**src/rtl/odps_pkg.sv**
```systemverilog
package odps_pkg;

	// Pin sampling vector layout.
	localparam int PIN_W = 12;
	localparam int PIN_DQ_LSB = 0;
	localparam int PIN_STROBE = 8;
	localparam int PIN_CLK = 9;
	localparam int PIN_CS = 10;
	localparam int PIN_RST = 11;
	// Select idles high, hardware reset is taken as asserted until seen high.
	localparam logic [PIN_W-1:0] PIN_RESET_VAL = 12'h400;

	// Opcodes the front end decodes.
	localparam logic [7:0] OP_READ = 8'hee;
	localparam logic [7:0] OP_WRITE = 8'hde;
	localparam logic [7:0] OP_REG_READ = 8'h65;
	localparam logic [7:0] OP_REG_WRITE = 8'h71;
	localparam logic [7:0] OP_READ_ID = 8'h9f;

	// Command/address phase: one command cycle plus two address cycles.
	localparam logic [2:0] CA_LAST_EDGE = 3'h5;
	localparam logic [2:0] CMD_LAST_EDGE = 3'h1;
	// Latency count in link cycles; plain default.
	localparam logic [7:0] LAT_CYCLES = 8'h04;
	localparam logic [31:0] WRAP_BASE_WORDS = 32'h00000008;

	localparam int ADDR_W = 32;
	localparam int WORD_W = 16;
	localparam int FIFO_W = ADDR_W + WORD_W + 2;
	localparam int FIFO_DEPTH = 8;

	typedef enum logic [2:0] {
		ST_IDLE,
		ST_CA,
		ST_LAT,
		ST_RDATA,
		ST_WDATA,
		ST_DONE
	} odps_state_t;

	function automatic logic odps_needs_addr(input logic [7:0] op);
		return (op == OP_READ) || (op == OP_WRITE) || (op == OP_REG_READ) ||
			(op == OP_REG_WRITE) || (op == OP_READ_ID);
	endfunction

	function automatic logic odps_is_read(input logic [7:0] op);
		return (op == OP_READ) || (op == OP_REG_READ) || (op == OP_READ_ID);
	endfunction

	function automatic logic odps_is_reg_write(input logic [7:0] op);
		return op == OP_REG_WRITE;
	endfunction

endpackage

```
**src/rtl/odps_slave.sv**
```systemverilog
`timescale 1ns/1ps
module odps_slave
	import odps_pkg::*;
(
	input wire logic ref_clk, // Block clock, 200 MHz.
	input wire logic rst, // Asynchronous reset, active high.
	input wire logic pin_reset_n, // Hardware reset pin, active low.
	input wire logic pin_cs_n, // Select pin, active low.
	input wire logic pin_clk, // Link clock pin.
	input wire logic [7:0] dq_in, // Data lines, input side.
	output logic [7:0] dq_out, // Data lines, output side.
	output logic dq_oe, // Data lines driven.
	input wire logic strobe_mask_line_in, // Strobe pin, input side.
	output logic strobe_mask_line_out, // Strobe pin, output side.
	output logic strobe_mask_line_oe, // Strobe pin driven.
	input wire logic refresh_extra_latency, // Array asks for extra latency.
	input wire logic wrap_en, // Wrapped burst order when high.
	input wire logic [1:0] wrap_sel, // Wrap length 8, 16, 32 or 64 words.
	output logic rd_req, // Read word request pulse.
	output logic [ADDR_W-1:0] rd_addr, // Word address of the request.
	input wire logic [WORD_W-1:0] rd_data, // Read word.
	input wire logic rd_ack, // Read word valid pulse.
	output logic wr_valid, // Write word available.
	input wire logic wr_ready, // Write word taken.
	output logic [ADDR_W-1:0] wr_addr, // Write word address.
	output logic [WORD_W-1:0] wr_data, // Write word, first byte high.
	output logic [1:0] wr_mask, // Byte masks, high means keep.
	output logic wr_overrun, // Sticky: a write word was lost.
	output logic cmd_pulse, // Valid command received.
	output logic [7:0] cmd_code // Opcode of that command.
);

	logic [PIN_W-1:0] pin_vec;
	logic [PIN_W-1:0] sync1;
	logic [PIN_W-1:0] sync2;
	logic [PIN_W-1:0] sync3;
	logic [PIN_W-1:0] acc;
	logic clk_prev;
	logic cs_prev_n;
	logic clk_rise;
	logic clk_fall;
	logic clk_edge;
	logic cs_fall;
	logic cs_n_s;
	logic hw_run;
	logic [7:0] dq_s;
	logic strobe_s;
	odps_state_t st;
	logic [2:0] ca_cnt;
	logic [23:0] ca_sh;
	logic [7:0] op;
	logic [ADDR_W-1:0] addr;
	logic [7:0] lat_cnt;
	logic refresh_lat;
	logic data_rise;
	logic data_fall;
	logic rd_go;
	logic rd_fall;
	logic wr_go;
	logic wr_fall;
	logic [WORD_W-1:0] rword;
	logic [7:0] lo_byte;
	logic [7:0] wr_hi;
	logic wr_hi_mask;
	logic push_valid;
	logic [FIFO_W-1:0] push_data;
	logic push_ready;
	logic [FIFO_W-1:0] pop_data;

	// Wrapped order stays inside an aligned block; linear just counts on.
	function automatic logic [ADDR_W-1:0] step_addr(input logic [ADDR_W-1:0] a,
		input logic wrap, input logic [1:0] sel);
		logic [ADDR_W-1:0] len_mask;
		logic [ADDR_W-1:0] inc;
		len_mask = (WRAP_BASE_WORDS << sel) - 32'h00000001;
		inc = a + 32'h00000001;
		if (wrap) begin
			return (a & ~len_mask) | (inc & len_mask);
		end
		return inc;
	endfunction

	assign pin_vec = {pin_reset_n, pin_cs_n, pin_clk, strobe_mask_line_in, dq_in};

	// Every pin passes three flops; a level counts once stages two and three agree.
	for (genvar g = 0; g < PIN_W; g++) begin : g_sync
		always_ff @(posedge ref_clk or posedge rst) begin
			if (rst) begin
				sync1[g] <= PIN_RESET_VAL[g];
				sync2[g] <= PIN_RESET_VAL[g];
				sync3[g] <= PIN_RESET_VAL[g];
				acc[g] <= PIN_RESET_VAL[g];
			end else begin
				sync1[g] <= pin_vec[g];
				sync2[g] <= sync1[g];
				sync3[g] <= sync2[g];
				if (sync2[g] == sync3[g]) begin
					acc[g] <= sync3[g];
				end
			end
		end
	end

	assign dq_s = acc[PIN_DQ_LSB +: 8];
	assign strobe_s = acc[PIN_STROBE];
	assign cs_n_s = acc[PIN_CS];
	assign hw_run = acc[PIN_RST];

	// Edges are found from sampled levels, so a stopped clock simply yields none.
	always_ff @(posedge ref_clk or posedge rst) begin
		if (rst) begin
			clk_prev <= 1'b0;
			cs_prev_n <= 1'b1;
		end else begin
			clk_prev <= acc[PIN_CLK];
			cs_prev_n <= cs_n_s;
		end
	end

	assign clk_rise = acc[PIN_CLK] && !clk_prev;
	assign clk_fall = !acc[PIN_CLK] && clk_prev;
	assign clk_edge = clk_rise || clk_fall;
	assign cs_fall = !cs_n_s && cs_prev_n;

	// The data edge of a latency period is the rising edge after its last counted one.
	assign data_rise = clk_rise && (st == ST_RDATA || st == ST_WDATA ||
		(st == ST_LAT && lat_cnt == 8'h00));
	assign data_fall = clk_fall && (st == ST_RDATA || st == ST_WDATA);
	assign rd_go = data_rise && odps_is_read(op);
	assign rd_fall = data_fall && st == ST_RDATA;
	assign wr_go = data_rise && !odps_is_read(op);
	assign wr_fall = data_fall && st == ST_WDATA;

	always_ff @(posedge ref_clk or posedge rst) begin
		if (rst) begin
			st <= ST_IDLE;
			ca_cnt <= 3'h0;
			ca_sh <= 24'h000000;
			op <= 8'h00;
			addr <= 32'h00000000;
			lat_cnt <= 8'h00;
			refresh_lat <= 1'b0;
		end else if (!hw_run || cs_n_s) begin
			st <= ST_IDLE;
		end else if (cs_fall) begin
			st <= ST_CA;
			ca_cnt <= 3'h0;
			refresh_lat <= refresh_extra_latency;
		end else if (clk_edge) begin
			unique case (st)
				ST_IDLE, ST_DONE: begin
				end
				ST_CA: begin
					ca_sh <= {ca_sh[15:0], dq_s};
					ca_cnt <= ca_cnt + 3'h1;
					if (ca_cnt == CMD_LAST_EDGE) begin
						op <= dq_s;
						if (ca_sh[7:0] != dq_s || !odps_needs_addr(dq_s)) begin
							st <= ST_DONE;
						end
					end
					if (ca_cnt == CA_LAST_EDGE) begin
						addr <= {ca_sh, dq_s};
						if (odps_is_reg_write(op)) begin
							st <= ST_WDATA;
						end else begin
							st <= ST_LAT;
							lat_cnt <= refresh_lat ? {LAT_CYCLES[6:0], 1'b0} : LAT_CYCLES;
						end
					end
				end
				ST_LAT: begin
					if (clk_rise) begin
						if (lat_cnt == 8'h00) begin
							st <= odps_is_read(op) ? ST_RDATA : ST_WDATA;
						end else begin
							lat_cnt <= lat_cnt - 8'h01;
						end
					end
				end
				ST_RDATA, ST_WDATA: begin
					if (clk_fall) begin
						addr <= step_addr(addr, wrap_en, wrap_sel);
					end
				end
				default: st <= ST_IDLE;
			endcase
		end
	end

	// Next word is fetched on the falling data edge, once the current word's low byte is on the wires.
	always_ff @(posedge ref_clk or posedge rst) begin
		if (rst) begin
			rd_req <= 1'b0;
			rd_addr <= 32'h00000000;
			rword <= 16'h0000;
		end else begin
			rd_req <= 1'b0;
			if (hw_run && !cs_n_s && st == ST_CA && clk_edge && ca_cnt == CA_LAST_EDGE &&
				odps_is_read(op)) begin
				rd_req <= 1'b1;
				rd_addr <= {ca_sh, dq_s};
			end else if (hw_run && !cs_n_s && rd_fall) begin
				rd_req <= 1'b1;
				rd_addr <= step_addr(addr, wrap_en, wrap_sel);
			end
			if (rd_ack) begin
				rword <= rd_data;
			end
		end
	end

	always_ff @(posedge ref_clk or posedge rst) begin
		if (rst) begin
			dq_out <= 8'h00;
			dq_oe <= 1'b0;
			strobe_mask_line_out <= 1'b0;
			strobe_mask_line_oe <= 1'b0;
			lo_byte <= 8'h00;
		end else if (!hw_run || cs_n_s) begin
			dq_out <= 8'h00;
			dq_oe <= 1'b0;
			strobe_mask_line_out <= 1'b0;
			strobe_mask_line_oe <= 1'b0;
		end else begin
			// In write data the host owns the strobe, so it is released there.
			strobe_mask_line_oe <= st == ST_CA ||
				(odps_is_read(op) && (st == ST_LAT || st == ST_RDATA));
			dq_oe <= st == ST_RDATA || rd_go;
			if (st == ST_CA) begin
				strobe_mask_line_out <= refresh_lat;
			end else if (rd_go) begin
				strobe_mask_line_out <= 1'b1;
				dq_out <= rword[15:8];
				lo_byte <= rword[7:0];
			end else if (rd_fall) begin
				strobe_mask_line_out <= 1'b0;
				dq_out <= lo_byte;
			end else if (st != ST_RDATA) begin
				strobe_mask_line_out <= 1'b0;
			end
		end
	end

	// The host cannot be stalled, so a full buffer costs the word and raises a flag.
	always_ff @(posedge ref_clk or posedge rst) begin
		if (rst) begin
			wr_hi <= 8'h00;
			wr_hi_mask <= 1'b0;
			push_valid <= 1'b0;
			push_data <= '0;
			wr_overrun <= 1'b0;
			cmd_pulse <= 1'b0;
			cmd_code <= 8'h00;
		end else begin
			push_valid <= 1'b0;
			cmd_pulse <= 1'b0;
			if (hw_run && !cs_n_s && wr_go) begin
				wr_hi <= dq_s;
				wr_hi_mask <= strobe_s;
			end
			if (hw_run && !cs_n_s && wr_fall) begin
				push_valid <= 1'b1;
				push_data <= {addr, wr_hi, dq_s, wr_hi_mask, strobe_s};
			end
			if (push_valid && !push_ready) begin
				wr_overrun <= 1'b1;
			end
			if (hw_run && !cs_n_s && !cs_fall && st == ST_CA && clk_edge &&
				ca_cnt == CMD_LAST_EDGE && ca_sh[7:0] == dq_s) begin
				cmd_pulse <= 1'b1;
				cmd_code <= dq_s;
			end
		end
	end

	odps_fifo #(
		.WIDTH(FIFO_W),
		.DEPTH(FIFO_DEPTH)
	) u_wr_fifo (
		.clk(ref_clk),
		.rst(rst),
		.in_valid(push_valid),
		.in_ready(push_ready),
		.in_data(push_data),
		.out_valid(wr_valid),
		.out_ready(wr_ready),
		.out_data(pop_data)
	);

	assign wr_addr = pop_data[FIFO_W-1 -: ADDR_W];
	assign wr_data = pop_data[17:2];
	assign wr_mask = pop_data[1:0];
endmodule // odps_slave

```
**src/rtl/odps_fifo.sv**
```systemverilog
`timescale 1ns/1ps
module odps_fifo #(
	parameter int WIDTH = 8,
	parameter int DEPTH = 8
) (
	input wire logic clk, // Block clock.
	input wire logic rst, // Asynchronous reset, active high.
	input wire logic in_valid, // Word offered.
	output logic in_ready, // Space available.
	input wire logic [WIDTH-1:0] in_data, // Word in.
	output logic out_valid, // Word available.
	input wire logic out_ready, // Drain side accepts.
	output logic [WIDTH-1:0] out_data // Word out.
);
	localparam int AW = $clog2(DEPTH);

	logic [WIDTH-1:0] mem [DEPTH];
	logic [AW:0] wr_ptr;
	logic [AW:0] rd_ptr;
	logic [AW:0] next_wr_ptr;
	logic [AW:0] next_rd_ptr;
	logic full;
	logic empty;
	logic push;
	logic pop;

	assign full = (wr_ptr[AW] != rd_ptr[AW]) && (wr_ptr[AW-1:0] == rd_ptr[AW-1:0]);
	assign empty = wr_ptr == rd_ptr;
	assign in_ready = !full;
	assign push = in_valid && !full;
	assign pop = out_ready && !empty;
	assign next_wr_ptr = push ? wr_ptr + 1'b1 : wr_ptr;
	assign next_rd_ptr = pop ? rd_ptr + 1'b1 : rd_ptr;

	// The head word is registered so the drain side only ever sees flop outputs.
	// A word written into the slot that becomes the head bypasses the array.
	always_ff @(posedge clk) begin
		if (push) begin
			mem[wr_ptr[AW-1:0]] <= in_data;
		end
		if (push && wr_ptr[AW-1:0] == next_rd_ptr[AW-1:0]) begin
			out_data <= in_data;
		end else begin
			out_data <= mem[next_rd_ptr[AW-1:0]];
		end
	end

	always_ff @(posedge clk or posedge rst) begin
		if (rst) begin
			wr_ptr <= '0;
			rd_ptr <= '0;
			out_valid <= 1'b0;
		end else begin
			wr_ptr <= next_wr_ptr;
			rd_ptr <= next_rd_ptr;
			out_valid <= next_wr_ptr != next_rd_ptr;
		end
	end
endmodule // odps_fifo

```
**config.mk**
```make
export PLATFORM = sky130hd
export DESIGN_NAME = odps_slave
export DESIGN_NICKNAME = d
export VERILOG_FILES = /design/src/rtl/odps_pkg.sv /design/src/rtl/odps_slave.sv /design/src/rtl/odps_fifo.sv
export SDC_FILE = /design/constraint.sdc
export NUM_CORES = 1
export LEC_CHECK = 0
export BUFFER_PORTS_ARGS = -buffer_cell sky130_fd_sc_hd__buf_2
export CAP_MARGIN = 25
export CELL_PAD_IN_SITES_DETAIL_PLACEMENT = 0
export CELL_PAD_IN_SITES_GLOBAL_PLACEMENT = 1
export CORE_MARGIN = 2
export CORE_UTILIZATION = 35
export CTS_CLUSTER_SIZE = 25
export DETAILED_ROUTE_END_ITERATION = 7
export GPL_ROUTABILITY_DRIVEN = 0
export GPL_TIMING_DRIVEN = 0
export PLACE_DENSITY_LB_ADDON = 0.1
export SYNTH_ARGS = -nofsm -noshare
export SYNTH_HDL_FRONTEND = slang
export SYNTH_SLANG_ARGS = --single-unit
```
**constraint.sdc**
```tcl
create_clock -name ref_clk -period 12.3 [get_ports ref_clk]
set_clock_uncertainty 0.1 [all_clocks]
set_input_delay 1.23 -clock ref_clk [delete_from_list [all_inputs] [get_ports ref_clk]]
set_output_delay 1.23 -clock ref_clk [all_outputs]
set_load 0.01 [all_outputs]
```
# Yosys cells after proc, flatten, opt, wreduce, memory -nomap -nowiden
# Memories as Yosys holds them, arrays and structs flattened. A register that Yosys moved wholly into a read port is not among the register bits.
# Index checks and enable logic that the tools add are counted.
dict set report classes {
  add_sub_neg 6
  mul 0
  div_mod_pow 0
  n_lt_le_gt_ge 0
  eq_ne 46
  n_shift 1
  n_mux 55
  bitwise 7
  reduce_logical 72
}
# op n
set ops {}
lappend ops {{$mux W32} 7}
lappend ops {{$and A32 B32 Y32} 2}
lappend ops {{$mux W8} 8}
lappend ops {{$pmux W32 S2} 1}
lappend ops {{$eq A8 B8 Y1 const B} 5}
lappend ops {{$mux W3} 13}
lappend ops {{$add A32 B1 Y32 const B} 1}
lappend ops {{$eq A8 B7 Y1 const B} 4}
lappend ops {{$not A32 Y32} 1}
lappend ops {{$or A32 B32 Y32} 1}
lappend ops {{$shl A4 B2 Y32 const A} 1}
lappend ops {{$sub A32 B1 Y32 const B} 1}
lappend ops {{$logic_and A1 B1 Y1} 28}
lappend ops {{$mux W1} 21}
lappend ops {{$pmux W8 S2} 1}
lappend ops {{$logic_or A1 B1 Y1} 14}
lappend ops {{$eq A1 B1 Y1} 12}
lappend ops {{$mux W4} 3}
lappend ops {{$reduce_and A6 Y1} 2}
lappend ops {{$ne A2 B2 Y1 const B} 5}
lappend ops {{$reduce_bool A2 Y1} 5}
lappend ops {{$eq A3 B3 Y1 const B} 3}
lappend ops {{$logic_not A1 Y1} 9}
lappend ops {{$pmux W3 S3} 1}
lappend ops {{other kinds (29)} 38}
dict set report totals {
  ff_bits 276
  latch_bits 0
  mem_bits_rw 400
  romBits 0
  input_bits 36
  output_inout_bits 105
  wordCells 263
  memories 1
}
# name words width read_ports rd_ports_with_merged_regs wr line
set memory_table {}
lappend memory_table {u_wr_fifo.mem 8 50 1 1 1 odps_fifo.sv:17} ;# logic [WIDTH-1:0] mem [DEPTH];

# Depth between registers and ports, before layout
dict set report logic_depth {
  depth_word 14
  ltp_mapped 10
}

# By module
# From an unflattened synthesis, not the netlist that was laid out.
dict set report unflattened {
  hier_cells 1632
  area_unflattened_um2 27500.1
}
# mod instances cells_each area_each_um2 seq_area_each_um2
set modules_own_cells {}
lappend modules_own_cells {odps_fifo 1 650 15665.0 12296.8}
lappend modules_own_cells {odps_slave 1 982 11835.1 6687.7}

# Worst setup path before layout
# No wires, ideal clock.
dict set report synth_timing {
  path_type {flip-flop to flip-flop}
  startpoint {reg u_wr_fifo.wr_ptr[0]}
  endpoint {mem u_wr_fifo.mem[0][0] (netlist bit), enable pin}
  arrival_time_ps 4809
  required_time_ps 11680
  setup_slack_ps 6872
  path_stages_with_launch 6
  n_path_buf 1
  cell_sequence {dfrtp_1 buf_2 xor2_1 o41ai_2 or2_2 nor3_1}
}
dict set report synth_via {
  elab_chain_len 6
}
# element line
set synth_lines {}
lappend synth_lines {{from (decl)} odps_fifo.sv:18} ;# logic [AW:0] wr_ptr;
lappend synth_lines {{from (signal assigned)} odps_fifo.sv:54} ;# wr_ptr <= next_wr_ptr;
lappend synth_lines {{$eq A3 B3 Y1} odps_fifo.sv:27} ;# assign full = (wr_ptr[AW] != rd_ptr[AW]) && (wr_ptr[AW-1:0] == rd_ptr[AW-1:0]);
lappend synth_lines {{$logic_and A1 B1 Y1} odps_fifo.sv:27}
lappend synth_lines {{$logic_not A1 Y1} -}
lappend synth_lines {{$logic_and A1 B1 Y1} odps_fifo.sv:30} ;# assign push = in_valid && !full;
lappend synth_lines {{$mux W1} odps_fifo.sv:38} ;# if (push) begin
lappend synth_lines {{$mux W1 (not written as such)} odps_fifo.sv:39} ;# mem[wr_ptr[AW-1:0]] <= in_data;
lappend synth_lines {{to (decl)} odps_fifo.sv:17}
# Parallel ways exist; a longest one is shown, timed or not.

==> flow_summary_export.csv <==
group,metric,value,unit
sta,slew_headroom,0.364,
pwr,irDropWorstVdd,0.0952,mV
run_status,status,"finished, final reports clean",
yosys,yosysTopAreaCell,"edfxtp_1",
sta,fmax,226,MHz
clock_tree,post_cts_resized,0,
clock_tree,tritoncts,"yes",
setup_path,slowest_stage,"clkbuf_1",
route,vias_per_cell,5.02,
global_routing,grt_pass1_vias,15500,
yosys,yosysMostFrequentCell,"edfxtp_1",
yosys,seq_area_frac_synth,0.699,
clock_tree,cts_root_buf,"clkbuf_16",
hold_path,min_path_type,"register to register",
global_routing,grt_pass1_wl,103000,µm
clock_tree,clkLatencyLatePin,620,ps
yosys,yosysTopAreaCellShare,0.442,
route,drtPass1Iterations,5,
route,wire_per_inst,23.5,µm
sta,timing.hold.ws,242,ps
route,drtIter0Drc,864,
yosys,synthArstFlopShare,0.406,
yosys,synth_nets,1651,
pwr,leakage,12.5,nW
setup_path,crit_type,"register to output port",
clock_tree,cts_sinks,679,
clock_tree,clk_pin_slew_worst_paths,60,ps
setup_path,cpPeakStageDelay,730,ps
setup_path,crit_chain,"clkbuf_1, clkbuf_1, mux4_2, mux2_2, buf_2",
floorplanning,std_cell_rows,102,
setup_path,path_max_fanout,10,
global_routing,grt_max_degree,82,
floorplanning,initial_core_util,0.352,
sta,drv_slew,0,
clock_tree,ctsLongestPathBuffers,3,
sta,finalCritPeriodShare,0.360,
sta,rsz0062_at_grt,"false",
route,drc,0,
route,routed_wl,69200,µm
setup_path,worst_setup_path_start_kind,"register",
setup_path,cp.arrival,3100,ps
global_routing,gr-total-overflow,0,
finish,diodes,0,
floorplanning,die_h,283,µm
yosys,synth_seq_cells,679,
yosys,ys_types,77,
global_routing,antenna_found_initial,4,
hold_path,hold_depth,0,
sta,min_period,4430,ps
job,drv_cap,0,
sta,hold_viol_final,0,
yosys,postSynthCellCount,1605,
clock_tree,cts_hold_buffers,0,
setup_path,critPathMostFrequentCell,"clkbuf_1",
floorplanning,die_w,283,µm
pwr,finalPower,0.00540,W
clock_tree,post_cts_buffers,0,
floorplanning,core_area,77100,µm²
yosys,synth_flop_cell,"edfxtp_1",
route,ant_nets,0,
yosys,synth_common_cells,"edfxtp_1 (400), dfrtp_1 (271), mux2_2 (153)",
setup_path,r2r_cells,10,
yosys,yosysWarnings,0,
sta,worst_slew_pin_slew,954,ps
place,place_hpwl,46100,µm
finish,final_nets,1894,
yosys,synth-edff-count,400,
clock_tree,htree_levels,3,
finish,area_growth_syn_to_layout,18.0,%
floorplanning,die-area,79800,µm²
sta,setup-violations-final,0,
pwr,powerDensity,169,nW/µm²
route,num_vias,14800,
global_routing,grtUsageTotal,0.177,
setup_path,cp-end-kind,"output port",
yosys,synth_area_leaders,"edfxtp_1 (44%), dfrtp_1 (25%), mux4_2 (8.3%), mux2_2 (6.3%), nand2_1 (1.4%)",
setup_path,required,10970,ps
yosys,syn_area,27100,µm²
clock_tree,cts_buffers,74,
floorplanning,io_pins,141,
finish,layout-drive-gt1-share,0.308,
yosys,synth.avg_cell_area,16.9,µm²
place,portBuffers,138,
-- flip-flops by register name, summed over array words and instances, names as in the netlist, 4 cells and up, named ones only --
name,cells
lo_byte,8
wr_hi,8
acc,9
cmd_code,8
addr,32
lat_cnt,8
sync3,12
sync1,12
u_wr_fifo.rd_ptr,4
sync2,12
dq_out,8
op,8
push_data,50
rword,16
u_wr_fifo.mem,400
ca_sh,24
u_wr_fifo.wr_ptr,4
rd_addr,32
-- through the flow --
| stage | std cells | setup slack (ps) | cell area [µm²] | TNS (ps) | utilization |
|---|---|---|---|---|---|
| after global routing | 2946 | 7710 | 32000 | 0 | 0.416 |
| after CTS | 2946 | 7730 | 32000 | 0 | 0.416 |
| after global placement | 2783 | -488 | 29100 | -118760 | 0.378 |
| after floorplan | 1605 | 3370 | 27100 | 0 | - |
| after detailed placement | 2812 | 8410 | 29700 | 0 | 0.385 |
| final | 2946 | 7870 | 32000 | 0 | 0.416 |
-- cell families after synthesis --
kind of cell | after synthesis | synth area share
xor gates and xnor gates | 52 | 0.0168
and+or+nand+nor | 276 | 0.0519
DFF | 679 | 0.699
muxes | 280 | 0.157
buffers and inverters | 105 | 0.0156
adders and majority gates | 22 | 0.00903
AOI/OAI and AO/OA | 191 | 0.0501
-- final cells by class --
type | instances | area, µm²
Fill cell | 7098 | 45000
Sequential cell | 679 | 19000
Multi-Input combinational cell | 821 | 7790
Clock buffer | 106 | 2110
Tap cell | 1040 | 1300
Timing Repair Buffer | 167 | 1170
Buffer | 86 | 353
Clock inverter | 28 | 253
Inverter | 19 | 78.8
-- report_power, final --
| group | switching (W) | internal, W | leakage (nW) |
|---|---|---|---|
| combinational | 0.000425 | 0.000321 | 3.90 |
| clock | 0.000901 | 0.00126 | 1.16 |
| sequential | 0.0000501 | 0.00244 | 7.48 |
-- path summary, 6_finish.rpt --
path,from,endpoint,slack [ps]
setup / recovery,register,wr_addr[31],7870
hold / removal,sync1[9],sync2[9],240
setup reg to reg,u_wr_fifo.wr_ptr[0],u_wr_fifo.mem[2][41],8990
hold reg to reg,sync1[9],sync2[9],240
max in group asynchronous,rst,push_data[32],10450
min in group asynchronous,rst,cmd_pulse,510
-- routing by layer --
metal / up-vias / part of all wire / routed length, µm / GRT usage
li1: 6665 / - / - / -
met1: 7767 / 0.45 / 30800 / 0.240
met2: 284 / 0.49 / 34100 / 0.294
met3: 74 / 0.047 / 3260 / 0.0353
met4: 2 / 0.014 / 988 / 0.0395
met5: - / 0.00016 / 11 / 0
-- worst max-delay path: cells and delay by family (launching register included) --
family                 cells  cell delay (ps)
muxes                      2              720
buffers and inverters      3             1460
DFF                        1              310
-- placed cells by master (no fill, tap or decap), types with 22 or more instances in the layout --
master / n
buf_2: 159
edfxtp_1: 400
a21oi_1: 28
a22oi_1: 23
clkbuf_1: 81
clkbuf_16: 77
o21ai_0: 45
nand2_1: 99
xor2_1: 25
dfrtp_1: 271
mux2_2: 153
nand3_1: 22
nor2_1: 65
xnor2_1: 27
mux4_2: 100
Power figures use the tool's default switching activity.
